$ cat config.mk
export PLATFORM = sky130hd
export DESIGN_NAME = pgseq_top
export DESIGN_NICKNAME = d
export VERILOG_FILES = /design/src/common/pgseq_pkg.sv /design/src/common/pgseq_alu_if.sv /design/src/pgseq_alu.sv /design/src/pgseq_top.sv
export VERILOG_INCLUDE_DIRS = /design/src /design/src/common
export SDC_FILE = /design/constraint.sdc
export NUM_CORES = 1
export LEC_CHECK = 0
export ABC_AREA = 1
export BUFFER_PORTS_ARGS = -buffer_cell sky130_fd_sc_hd__buf_2
export CORE_ASPECT_RATIO = 1.1
export CORE_MARGIN = 5
export CORE_UTILIZATION = 40
export DETAILED_ROUTE_END_ITERATION = 16
export PLACE_DENSITY = 0.66
export SLEW_MARGIN = 20
export SYNTH_ARGS = -nofsm -noshare
export SYNTH_HDL_FRONTEND = slang
export SYNTH_HIERARCHICAL = 1
export SYNTH_SLANG_ARGS = --single-unit
$ cat constraint.sdc
create_clock -name clk -period 4.7 [get_ports clk]
set_clock_uncertainty 0.05 [all_clocks]
set_input_delay 0.94 -clock clk [delete_from_list [all_inputs] [get_ports clk]]
set_output_delay 0.94 -clock clk [all_outputs]
set_load 0.01 [all_outputs]
$ cat src/common/pgseq_cfg.svh
// constants of the program sequencer: offsets, fields, resets, sizes
`ifndef PGSEQ_CFG_SVH
`define PGSEQ_CFG_SVH

// program counter width and vectors
`define PGSEQ_PC_W 12
`define PGSEQ_RST_VEC 12'h000
`define PGSEQ_IRQ_VEC 12'h004
`define PGSEQ_PAGE_LSB 8

// return stack
`define PGSEQ_STK_DEPTH 8

// instruction word fields
`define PGSEQ_OP_LSB 12
`define PGSEQ_FN_LSB 8

// data-space address at which the pc low byte appears
`define PGSEQ_PCL_DM 8'h02

// wishbone register byte offsets
`define PGSEQ_ADR_PCL 8'h00
`define PGSEQ_ADR_CTRL 8'h04
`define PGSEQ_ADR_STAT 8'h08

// control register bits and reset values
`define PGSEQ_CTRL_RUN 0
`define PGSEQ_CTRL_IEN 1
`define PGSEQ_RUN_RST 1'b1
`define PGSEQ_IEN_RST 1'b0

// status register fields
`define PGSEQ_ST_FLAGS 0
`define PGSEQ_ST_LVL 8
`define PGSEQ_ST_FULL 12
`define PGSEQ_ST_IRQF 16
`define PGSEQ_ST_ACC 24

`endif

$ cat src/common/pgseq_pkg.sv
// types shared by the program sequencer and its alu
package pgseq_pkg;

  // four phases of one instruction cycle, gray coded
  typedef enum logic [1:0] {
    PH_FETCH = 2'h0,
    PH_DEC = 2'h1,
    PH_EXE = 2'h3,
    PH_WB = 2'h2
  } pgseq_phase_type;

  // instruction opcodes, upper nibble of the word
  typedef enum logic [3:0] {
    OP_NOP = 4'h0,
    OP_JMP = 4'h1,
    OP_CALL = 4'h2,
    OP_RET = 4'h3,
    OP_INTERRUPT_RETURN_INSTR = 4'h4,
    OP_ALUA = 4'h5,
    OP_ALUM = 4'h6,
    OP_MOVI = 4'h7,
    OP_MOVM = 4'h8,
    OP_SZ = 4'h9,
    OP_SIZ = 4'hA,
    OP_SDZ = 4'hB,
    OP_RSV0 = 4'hC,
    OP_RSV1 = 4'hD,
    OP_RSV2 = 4'hE,
    OP_RSV3 = 4'hF
  } pgseq_op_type;

  // alu functions
  typedef enum logic [3:0] {
    FN_ADD = 4'h0,
    FN_ADC = 4'h1,
    FN_SUB = 4'h2,
    FN_SBC = 4'h3,
    FN_DAA = 4'h4,
    FN_AND = 4'h5,
    FN_OR = 4'h6,
    FN_XOR = 4'h7,
    FN_CPL = 4'h8,
    FN_RR = 4'h9,
    FN_RRC = 4'hA,
    FN_RL = 4'hB,
    FN_RLC = 4'hC,
    FN_INC = 4'hD,
    FN_DEC = 4'hE,
    FN_PASS = 4'hF
  } pgseq_fn_type;

  // status flags, carry in bit 0
  typedef struct packed {
    logic ov;
    logic z;
    logic ac;
    logic c;
  } pgseq_flags_type;

endpackage : pgseq_pkg

$ cat src/common/pgseq_alu_if.sv
// link between the sequencer and its 8-bit alu
`timescale 1ns/1ns
`default_nettype none
interface pgseq_alu_if;
  import pgseq_pkg::*;
  logic [7:0] a;
  logic [7:0] m;
  pgseq_flags_type fl_in;
  pgseq_fn_type fn;
  logic [7:0] res;
  pgseq_flags_type fl_out;
  pgseq_flags_type upd;
  modport seq (output a, m, fl_in, fn, input res, fl_out, upd);
  modport alu (input a, m, fl_in, fn, output res, fl_out, upd);
endinterface : pgseq_alu_if
`default_nettype wire

$ cat src/pgseq_alu.sv
// 8-bit alu: arithmetic, logic, rotate, inc/dec and zero test
`timescale 1ns/1ns
`default_nettype none
module pgseq_alu (
  pgseq_alu_if.alu x // operands in, result and flags out
);
  import pgseq_pkg::*;

  logic [7:0] b;
  logic ci;
  logic [8:0] sum;
  logic [4:0] nib;
  logic [7:0] adj;

  // operand b and carry for add and subtract
  always_comb begin
    b = ((x.fn == FN_SUB) || (x.fn == FN_SBC)) ? ~x.m : x.m;
    unique case (x.fn)
      FN_ADC, FN_SBC: ci = x.fl_in.c;
      FN_SUB: ci = 1'b1;
      default: ci = 1'b0;
    endcase
    sum = {1'b0, x.a} + {1'b0, b} + {8'h00, ci};
    nib = {1'b0, x.a[3:0]} + {1'b0, b[3:0]} + {4'h0, ci};
    adj = 8'h00;
    if ((x.a[3:0] > 4'h9) || x.fl_in.ac) adj[3:0] = 4'h6;
    if ((x.a > 8'h99) || x.fl_in.c) adj[7:4] = 4'h6;
  end

  // result, new flags and which flags the function updates
  always_comb begin
    x.fl_out = x.fl_in;
    x.upd = '0;
    x.res = x.m;
    unique case (x.fn)
      FN_ADD, FN_ADC, FN_SUB, FN_SBC: begin
        x.res = sum[7:0];
        x.fl_out.c = sum[8];
        x.fl_out.ac = nib[4];
        x.fl_out.ov = (x.a[7] == b[7]) && (sum[7] != x.a[7]);
        x.upd = 4'hF;
      end
      FN_DAA: begin
        x.res = x.a + adj;
        x.fl_out.c = x.fl_in.c | (adj[7:4] != 4'h0);
        x.upd.c = 1'b1;
      end
      FN_AND: x.res = x.a & x.m;
      FN_OR: x.res = x.a | x.m;
      FN_XOR: x.res = x.a ^ x.m;
      FN_CPL: x.res = ~x.m;
      FN_RR: x.res = {x.m[0], x.m[7:1]};
      FN_RRC: begin
        x.res = {x.fl_in.c, x.m[7:1]};
        x.fl_out.c = x.m[0];
        x.upd.c = 1'b1;
      end
      FN_RL: x.res = {x.m[6:0], x.m[7]};
      FN_RLC: begin
        x.res = {x.m[6:0], x.fl_in.c};
        x.fl_out.c = x.m[7];
        x.upd.c = 1'b1;
      end
      FN_INC: x.res = x.m + 8'h01;
      FN_DEC: x.res = x.m - 8'h01;
      FN_PASS: x.res = x.m;
    endcase
    x.fl_out.z = (x.res == 8'h00);
    if ((x.fn != FN_RR) && (x.fn != FN_RRC) && (x.fn != FN_RL) && (x.fn != FN_RLC)) begin
      x.upd.z = 1'b1;
    end
  end
endmodule : pgseq_alu
`default_nettype wire

$ cat src/pgseq_top.sv
// program sequencer: phases, pipeline, program counter, stack, alu control
`timescale 1ns/1ns
`default_nettype none
`include "pgseq_cfg.svh"
module pgseq_top #(
  parameter int PC_W = `PGSEQ_PC_W, // program counter width
  parameter int DEPTH = `PGSEQ_STK_DEPTH, // return stack levels
  parameter logic [PC_W-1:0] IRQ_VEC = `PGSEQ_IRQ_VEC // interrupt entry address
) (
  input wire logic clk, // 125 MHz system clock
  input wire logic srst, // synchronous reset, active high
  output logic [PC_W-1:0] pm_addr, // program memory address
  output logic pm_rd, // fetch strobe during fetch phase
  input wire logic [15:0] pm_data, // instruction word
  output logic [7:0] dm_addr, // data memory address
  input wire logic [7:0] dm_rdata, // data memory read data
  output logic [7:0] dm_wdata, // data memory write data
  output logic dm_we, // data memory write strobe
  input wire logic irq_req, // interrupt request pulse
  output logic irq_ack, // interrupt acknowledge pulse
  output logic [3:0] phase, // one-hot phase, bit 0 is fetch
  input wire logic wb_cyc_i, // wishbone cycle
  input wire logic wb_stb_i, // wishbone strobe
  input wire logic wb_we_i, // wishbone write
  input wire logic [7:0] wb_adr_i, // wishbone byte address
  input wire logic [3:0] wb_sel_i, // wishbone byte lanes
  input wire logic [31:0] wb_dat_i, // wishbone write data
  output logic [31:0] wb_dat_o, // wishbone read data
  output logic wb_ack_o // wishbone acknowledge
);
  import pgseq_pkg::*;

  // stack index width and level counter width; level counts up to depth
  localparam int SPW = $clog2(DEPTH);
  localparam int LVW = $clog2(DEPTH + 1);
  localparam logic [LVW-1:0] LV_FULL = LVW'(DEPTH);

  typedef struct packed {
    pgseq_phase_type ph;
    logic [PC_W-1:0] pc;
    logic [PC_W-1:0] exec_pc;
    logic [15:0] fetch;
    logic [15:0] exec;
    logic exec_ok;
    logic [7:0] acc;
    logic [7:0] m;
    logic [7:0] dm_addr;
    logic [7:0] dm_wdata;
    logic dm_we;
    pgseq_flags_type fl;
    logic skip;
    logic pcl_jmp;
    logic [7:0] pcl_val;
    logic bus_pcl;
    logic [7:0] bus_val;
    logic [DEPTH-1:0][PC_W-1:0] stk;
    logic [SPW-1:0] sp;
    logic [LVW-1:0] lvl;
    logic irqf;
    logic ien;
    logic run;
    logic irq_ack;
    logic wb_ack;
    logic [31:0] wb_dat;
  } pgseq_state_type;

  pgseq_state_type s_q;
  pgseq_state_type s_d;

  // alu link and the alu itself, purely combinational

  pgseq_alu_if alu_x ();

  pgseq_alu u_alu (
    .x(alu_x)
  );

  // decode and control helpers, all driven by the next-state logic or assigns

  pgseq_op_type op;
  logic full;
  logic req;
  logic wr;
  logic redir;
  logic take_irq;
  logic [PC_W-1:0] tgt;
  logic [SPW-1:0] sp_dn;

  // decode of the executing word and stack state
  assign op = pgseq_op_type'(s_q.exec[`PGSEQ_OP_LSB +: 4]);
  assign full = (s_q.lvl == LV_FULL);
  assign sp_dn = s_q.sp - SPW'(1);
  assign req = wb_cyc_i & wb_stb_i;
  assign wr = req & s_q.wb_ack & wb_we_i;

  // alu operands: accumulator and fetched data operand
  always_comb begin
    alu_x.a = s_q.acc;
    alu_x.m = s_q.m;
    alu_x.fl_in = s_q.fl;
    unique case (op)
      OP_SZ: alu_x.fn = FN_PASS;
      OP_SIZ: alu_x.fn = FN_INC;
      OP_SDZ: alu_x.fn = FN_DEC;
      default: alu_x.fn = pgseq_fn_type'(s_q.exec[`PGSEQ_FN_LSB +: 4]);
    endcase
  end

  // next state of the whole sequencer
  always_comb begin
    s_d = s_q;
    s_d.dm_we = 1'b0;
    s_d.irq_ack = 1'b0;
    redir = 1'b0;
    take_irq = 1'b0;
    tgt = '0;
    unique case (s_q.ph)
      PH_FETCH: begin
        // hold here while stopped; word sampled on leaving
        if (s_q.run) begin
          s_d.ph = PH_DEC;
          s_d.fetch = pm_data;
          s_d.dm_addr = s_q.exec[7:0];
        end
      end
      PH_DEC: begin
        // operand read; the pc low byte answers at its data address
        s_d.ph = PH_EXE;
        if (s_q.dm_addr == `PGSEQ_PCL_DM) begin
          s_d.m = s_q.exec_pc[7:0];
        end else begin
          s_d.m = dm_rdata;
        end
      end
      PH_EXE: begin
        // execute and commit results, flags and skip decision
        s_d.ph = PH_WB;
        if (s_q.exec_ok) begin
          unique case (op)
            // alu result goes to the accumulator
            OP_ALUA: begin
              s_d.acc = alu_x.res;
              s_d.fl = (s_q.fl & ~alu_x.upd) | (alu_x.fl_out & alu_x.upd);
            end
            // result, or the accumulator for a move, back to the operand; the pc low byte address jumps instead
            // of storing, and inc/dec skips take their zero test here
            OP_ALUM, OP_MOVM, OP_SIZ, OP_SDZ: begin
              if (op == OP_ALUM) begin
                s_d.fl = (s_q.fl & ~alu_x.upd) | (alu_x.fl_out & alu_x.upd);
              end
              if ((op == OP_SIZ) || (op == OP_SDZ)) begin
                s_d.skip = alu_x.fl_out.z;
              end
              if (s_q.dm_addr == `PGSEQ_PCL_DM) begin
                s_d.pcl_jmp = 1'b1;
                s_d.pcl_val = (op == OP_MOVM) ? s_q.acc : alu_x.res;
              end else begin
                s_d.dm_we = 1'b1;
                s_d.dm_wdata = (op == OP_MOVM) ? s_q.acc : alu_x.res;
              end
            end
            // immediate load and plain zero test
            OP_MOVI: s_d.acc = s_q.exec[7:0];
            OP_SZ: s_d.skip = alu_x.fl_out.z;
            default: ;
          endcase
        end
      end
      PH_WB: begin
        // instruction boundary: the prefetched word moves to execute
        s_d.ph = PH_FETCH;
        s_d.exec = s_q.fetch;
        s_d.exec_pc = s_q.pc;
        s_d.exec_ok = 1'b1;
        s_d.skip = 1'b0;
        s_d.pcl_jmp = 1'b0;
        if (s_q.exec_ok) begin
          unique case (op)
            // absolute jump within the program space
            OP_JMP: begin
              redir = 1'b1;
              tgt = s_q.exec[PC_W-1:0];
            end
            // call: push the return address; a full stack wraps and loses
            // its oldest entry while the level stays saturated
            OP_CALL: begin
              redir = 1'b1;
              tgt = s_q.exec[PC_W-1:0];
              s_d.stk[s_q.sp] = s_q.pc;
              s_d.sp = s_q.sp + SPW'(1);
              if (!full) begin
                s_d.lvl = s_q.lvl + LVW'(1);
              end
            end
            // return: pop; an empty stack wraps the pointer, level stays zero
            OP_RET, OP_INTERRUPT_RETURN_INSTR: begin
              redir = 1'b1;
              tgt = s_q.stk[sp_dn];
              s_d.sp = sp_dn;
              if (s_q.lvl != '0) begin
                s_d.lvl = s_q.lvl - LVW'(1);
              end
              if (op == OP_INTERRUPT_RETURN_INSTR) begin
                s_d.ien = 1'b1;
              end
            end
            // taken skip drops the next word; a data-space low-byte write jumps
            default: begin
              if (s_q.skip) begin
                s_d.exec_ok = 1'b0;
              end else if (s_q.pcl_jmp) begin
                redir = 1'b1;
                tgt = {s_q.exec_pc[PC_W-1:`PGSEQ_PAGE_LSB], s_q.pcl_val};
              end
            end
          endcase
        end
        // bus write of the low byte, taken when nothing else redirects
        if (!redir && s_q.bus_pcl) begin
          redir = 1'b1;
          tgt = {s_q.exec_pc[PC_W-1:`PGSEQ_PAGE_LSB], s_q.bus_val};
          s_d.bus_pcl = 1'b0;
        end
        // interrupt entry is withheld while the stack is full
        if (!redir && !(s_q.exec_ok && s_q.skip) && s_q.irqf && s_q.ien && !full) begin
          take_irq = 1'b1;
          redir = 1'b1;
          tgt = IRQ_VEC;
          s_d.stk[s_q.sp] = s_q.pc;
          s_d.sp = s_q.sp + SPW'(1);
          s_d.lvl = s_q.lvl + LVW'(1);
          s_d.ien = 1'b0;
          s_d.irq_ack = 1'b1;
        end
        // a redirect throws away the prefetched word: dummy cycle
        if (redir) begin
          s_d.exec_ok = 1'b0;
          s_d.pc = tgt;
        end else begin
          s_d.pc = s_q.pc + PC_W'(1);
        end
      end
    endcase
    // request flag: a new request wins over the clear by entry
    s_d.irqf = irq_req | (s_q.irqf & ~take_irq);
    // wishbone: one-cycle registered answer, write at the ack edge
    s_d.wb_ack = req & ~s_q.wb_ack;

    // read mux, cleared first so unmapped offsets read zero
    if (req && !s_q.wb_ack) begin
      s_d.wb_dat = '0;
      unique case (wb_adr_i)
        `PGSEQ_ADR_PCL: s_d.wb_dat[7:0] = s_q.exec_pc[7:0];
        `PGSEQ_ADR_CTRL: begin
          s_d.wb_dat[`PGSEQ_CTRL_RUN] = s_q.run;
          s_d.wb_dat[`PGSEQ_CTRL_IEN] = s_q.ien;
        end
        `PGSEQ_ADR_STAT: begin
          s_d.wb_dat[`PGSEQ_ST_FLAGS +: 4] = s_q.fl;
          s_d.wb_dat[`PGSEQ_ST_LVL +: 4] = 4'(s_q.lvl);
          s_d.wb_dat[`PGSEQ_ST_FULL] = full;
          s_d.wb_dat[`PGSEQ_ST_IRQF] = s_q.irqf;
          s_d.wb_dat[`PGSEQ_ST_ACC +: 8] = s_q.acc;
        end
        default: ;
      endcase
    end

    // register writes act at the ack edge; hardware updates of the enable win
    if (wr && wb_sel_i[0]) begin
      if (wb_adr_i == `PGSEQ_ADR_PCL) begin
        s_d.bus_pcl = 1'b1;
        s_d.bus_val = wb_dat_i[7:0];
      end else if (wb_adr_i == `PGSEQ_ADR_CTRL) begin
        s_d.run = wb_dat_i[`PGSEQ_CTRL_RUN];
        if (!(s_q.ph == PH_WB && (take_irq || (s_q.exec_ok && op == OP_INTERRUPT_RETURN_INSTR)))) begin
          s_d.ien = wb_dat_i[`PGSEQ_CTRL_IEN];
        end
      end
    end
  end

  // state register; reset starts at address zero, stack empty
  always_ff @(posedge clk) begin
    if (srst) begin
      s_q <= '0;
      s_q.ph <= PH_FETCH;
      s_q.pc <= `PGSEQ_RST_VEC;
      s_q.sp <= '0;
      s_q.lvl <= '0;
      s_q.run <= `PGSEQ_RUN_RST;
      s_q.ien <= `PGSEQ_IEN_RST;
    end else begin
      s_q <= s_d;
    end
  end

  // outputs
  assign pm_addr = s_q.pc;
  assign pm_rd = (s_q.ph == PH_FETCH) & s_q.run;
  assign dm_addr = s_q.dm_addr;
  assign dm_wdata = s_q.dm_wdata;
  assign dm_we = s_q.dm_we;
  assign irq_ack = s_q.irq_ack;

  // one-hot phase pins, one bit per phase code, fetch in bit 0
  localparam pgseq_phase_type PH_OF_BIT [4] = '{PH_FETCH, PH_DEC, PH_EXE, PH_WB};
  for (genvar gi = 0; gi < 4; gi++) begin : g_phase
    assign phase[gi] = (s_q.ph == PH_OF_BIT[gi]);
  end

  // bus answer straight from the state register
  assign wb_dat_o = s_q.wb_dat;
  assign wb_ack_o = s_q.wb_ack;
endmodule : pgseq_top
`default_nettype wire

==> flow_summary.json <==
{
  "outcome": "finished clean",
  "rows": 77,
  "power_leakage_nw": 7.647,
  "relSlewSlack_pct": 35.48,
  "pwr-share-clk_pct": 47.5,
  "hold_violations": 0,
  "fin_crit_sh_pct": 87.23,
  "yosys_warnings": 6,
  "crit_type": "flip-flop to flip-flop",
  "min_period_ns": 4.100,
  "final_antenna_net_count": 0,
  "seq_power_share_pct": 41.9,
  "p_sw_share_pct": 28.02,
  "cts.reportedPaths.clkPinSlew_ns": 0.06,
  "worstReg2RegStart": "op[0]$_SDFFE_PP0P_",
  "antenna_found_initial": 0,
  "hold_path_end": "s_q[155]$_SDFFE_PP0P_",
  "layoutNonFillerInstCount": 3154,
  "dp_hpwl_um": 38920,
  "ys.flop_type": "dfxtp_1",
  "power_density_nw_per_um2": 298.6,
  "gr-usage-all-layers_pct": 24.53,
  "maxSlewViolCount": 0,
  "synthArstFlopShare_pct": 0,
  "synth-edff-count": 0,
  "comb_power_share_pct": 10.5,
  "dieArea_um2": 44410,
  "rsz0062_at_grt": "false",
  "critPathMaxStageDelay_ns": 0.41,
  "crit_path_start": "op[0]$_SDFFE_PP0P_",
  "cp_slowest_cell": "fa_1",
  "place_area_um2": 16510,
  "cts_resized": 0,
  "drive_gt1_share_pct": 9.542,
  "ys_seq_area_share_pct": 30.43,
  "maxCapViolations": 0,
  "ff2ff_path_depth": 21,
  "postSynthCellCount": 2646,
  "drt_iter0_drc": 1787,
  "cts_sinks": 245,
  "grt_max_degree": 78,
  "syn2layout_area_growth_pct": 9.028,
  "num_vias": 17270,
  "hold_class": "flip-flop to flip-flop",
  "critPathMaxFanout": 12,
  "worstHoldStart": "s_q[155]$_SDFFE_PP0P_",
  "cts.htree.levels": 1,
  "dieWidth_um": 201.4,
  "ff2ff_setup_slack_ns": 0.60,
  "power.switching_mw": 1.470,
  "clk_latency_ns": 0.58,
  "tritoncts": "done",
  "io_buffers": 104,
  "grt_overflow": 0,
  "r2r-end": "s_q[158]$_SDFFE_PP0P_",
  "syn_area_um2": 16120,
  "vias_per_cell": 5.474,
  "layout_commonest_cell": "nand2_1",
  "cts_buffers": 30,
  "post_cts_buffers": 0,
  "final_util_pct": 43.95,
  "worstPathRequired_ns": 5.13,
  "dp_cells": 3098,
  "syn_avg_cell_area_um2": 6.091,
  "final_nets": 2733,
  "setup_tns_ns": 0,
  "drc": 0,
  "firstDrtPassIters": 6,
  "gp_congestion": 0.9402,
  "p_int_mw": 3.777,
  "fin_area_um2": 17570,
  "timing.hold.ws_ns": 0.4065,
  "initial_core_util_pct": 40.31,
  "peakVddDrop_v": 0.0002936,
  "hold_depth": 2,
  "antenna_cells": 0,
  "max_clock_freq_mhz": 243.9,
  "end_kind": "flip-flop",
  "grt_pass1_vias": 16020,
  "cts_max_path_buffers": 3,
  "startpoint_type": "flip-flop",
  "dieHeight_um": 220.5,
  "core_area_um2": 39980,
  "ctsHoldBuffers": 0,
  "ys_seq_elements": 245,
  "cp_cell_sequence": "inv_1 -> nand2_1 -> inv_1 -> nor2_1 -> or2_2 -> inv_1 -> nand2_1 -> inv_1 -> nand2_1 -> xor2_1 -> fa_1 -> inv_1 -> fa_1 -> or2_2 -> nand2_1 -> nand2_1 -> nor2_1 -> nand4_1 -> nor2_1 -> a31oi_1 -> nor3_1",
  "mostFrequentLayoutCells": "nand2_1, o21ai_0, nor2_1",
  "finalSetupViolCount": 0,
  "synth_cell_types": 49,
  "routed_wl_um": 56680,
  "wl_per_cell_um": 17.97,
  "io_pins": 142,
  "worst_slew_pin_slew_ns": 0.9678,
  "cp_data_arrival_time_ns": 4.53,
  "grt_pass1_wl_um": 88420,
  "root_buffer": "clkbuf_16"
}
==> critical path: cells and delay by family, from the launching register on <==
family	cells	cell delay [ns]
AO/OA/AOI/OAI	1	0.11
flip-flops	1	0.34
adder cells (fa/ha/maj)	2	0.82
AND/OR/NAND/NOR	12	1.78
buffers and inverters	5	0.75
XOR/XNOR	1	0.18
==> synth_stat cells (2+ instances only) <==
master    instances  area [µm²]
mux2_2            2       22.52
nand3_1         129       645.6
o22ai_1           9       56.30
a21boi_0          6       45.04
nor4_1            4       25.02
ha_1             38       475.5
nand2_2           8       50.05
a211oi_1         12       90.09
buf_4            70       525.5
nor3_1            6       30.03
o21ai_1           7       35.03
o21a_1            4       30.03
buf_1             7       26.28
buf_6             3       33.78
o21ai_0         309        1546
a31oi_1           6       37.54
nand4_1          30       187.7
nor2_2            7       43.79
nand3_2           3       30.03
o211ai_1         26       195.2
clkbuf_1        113       424.2
xor2_1           24       210.2
fa_1              4       80.08
dfxtp_1         245        4905
nor2_4            4       45.04
inv_1           187       701.9
clkinv_1          5       18.77
nand2_1         859        3224
xnor2_1           5       43.79
o311a_1           4       40.04
buf_2            19       95.09
or2_2             6       37.54
nor2_1          262       983.4
a21oi_1         192       960.9
nand3b_1          4       30.03
inv_2            13       48.80
nor3_2            2       20.02
==> flip-flops by register name, summed over array words and instances, names as in the netlist, named ones only <==
register / cells
wb_dat_o: 22
wb_ack_o: 1
dm_wdata: 8
op: 4
alu_x.a: 8
dm_addr: 8
irq_ack: 1
s_q: 168
dm_we: 1
alu_x.m: 8
pm_addr: 12
==> area by class of cell <==
cell class	instances	area, µm²
clock buffers	37	838.3
clock inverters	19	220.2
fillers	4175	22410
inverters	205	772.0
multi-input cells	1993	9387
flip-flops and latches	245	4906
well taps	513	641.9
repair buffers	142	808.3
==> layer usage <==
metal,up-vias,track usage [%],part of all wire [%]
met1,7991,32.10,42
li1,8428,-,-
met4,0,10.35,4.2
met2,724,41.43,46
met5,-,0,0
met3,123,2.770,7.6
==> power by group through the flow <==
stage / Combinational (mW) / Sequential, mW / Clock [mW]
floorplan: 0.406 / 2.21 / 0
global placement: 0.538 / 2.24 / 0
detailed placement: 0.543 / 2.24 / 0
CTS: 0.547 / 2.20 / 2.52
global route: 0.611 / 2.20 / 2.61
finish: 0.553 / 2.20 / 2.49
==> cells by family (layout without fill, tap and decap cells) <==
group	after synthesis	after routing	share of synthesized area, %
adder cells (fa/ha/maj)	42	42	3.447
XOR/XNOR	29	29	1.576
multiplexers	2	2	0.1397
other	1	10	0.02327
AND/OR/NAND/NOR	1330	1330	33.64
buffers and inverters	417	403	11.63
AO/OA/AOI/OAI	580	580	19.11
flip-flops	245	245	30.43
==> worst max-delay path by stage <==
stage                                 end  slack, ns  depth (start not counted)
floorplan           s_q[153]$_SDFFE_PP0P_       0.98                         21
global placement    s_q[158]$_SDFFE_PP0P_       0.73                         21
detailed placement  s_q[158]$_SDFFE_PP0P_       0.63                         21
CTS                 s_q[158]$_SDFFE_PP0P_       0.62                         21
global route        s_q[156]$_SDFFE_PP0P_       0.22                         21
finish              s_q[158]$_SDFFE_PP0P_       0.60                         21
==> per-stage QoR <==
| step | worst slack [ns] | total power, mW |
|---|---|---|
| 3_3_place_gp | 0.7273 | 2.779 |
| 3_5_place_dp | 0.6303 | 2.786 |
| 4_1_cts | 0.6227 | 5.267 |
| 5_1_grt | 0.2236 | 5.429 |
| 6_report | 0.6004 | 5.247 |
| 2_1_floorplan | 0.9804 | 2.612 |
No activity file was read; power rests on OpenSTA's default activity.
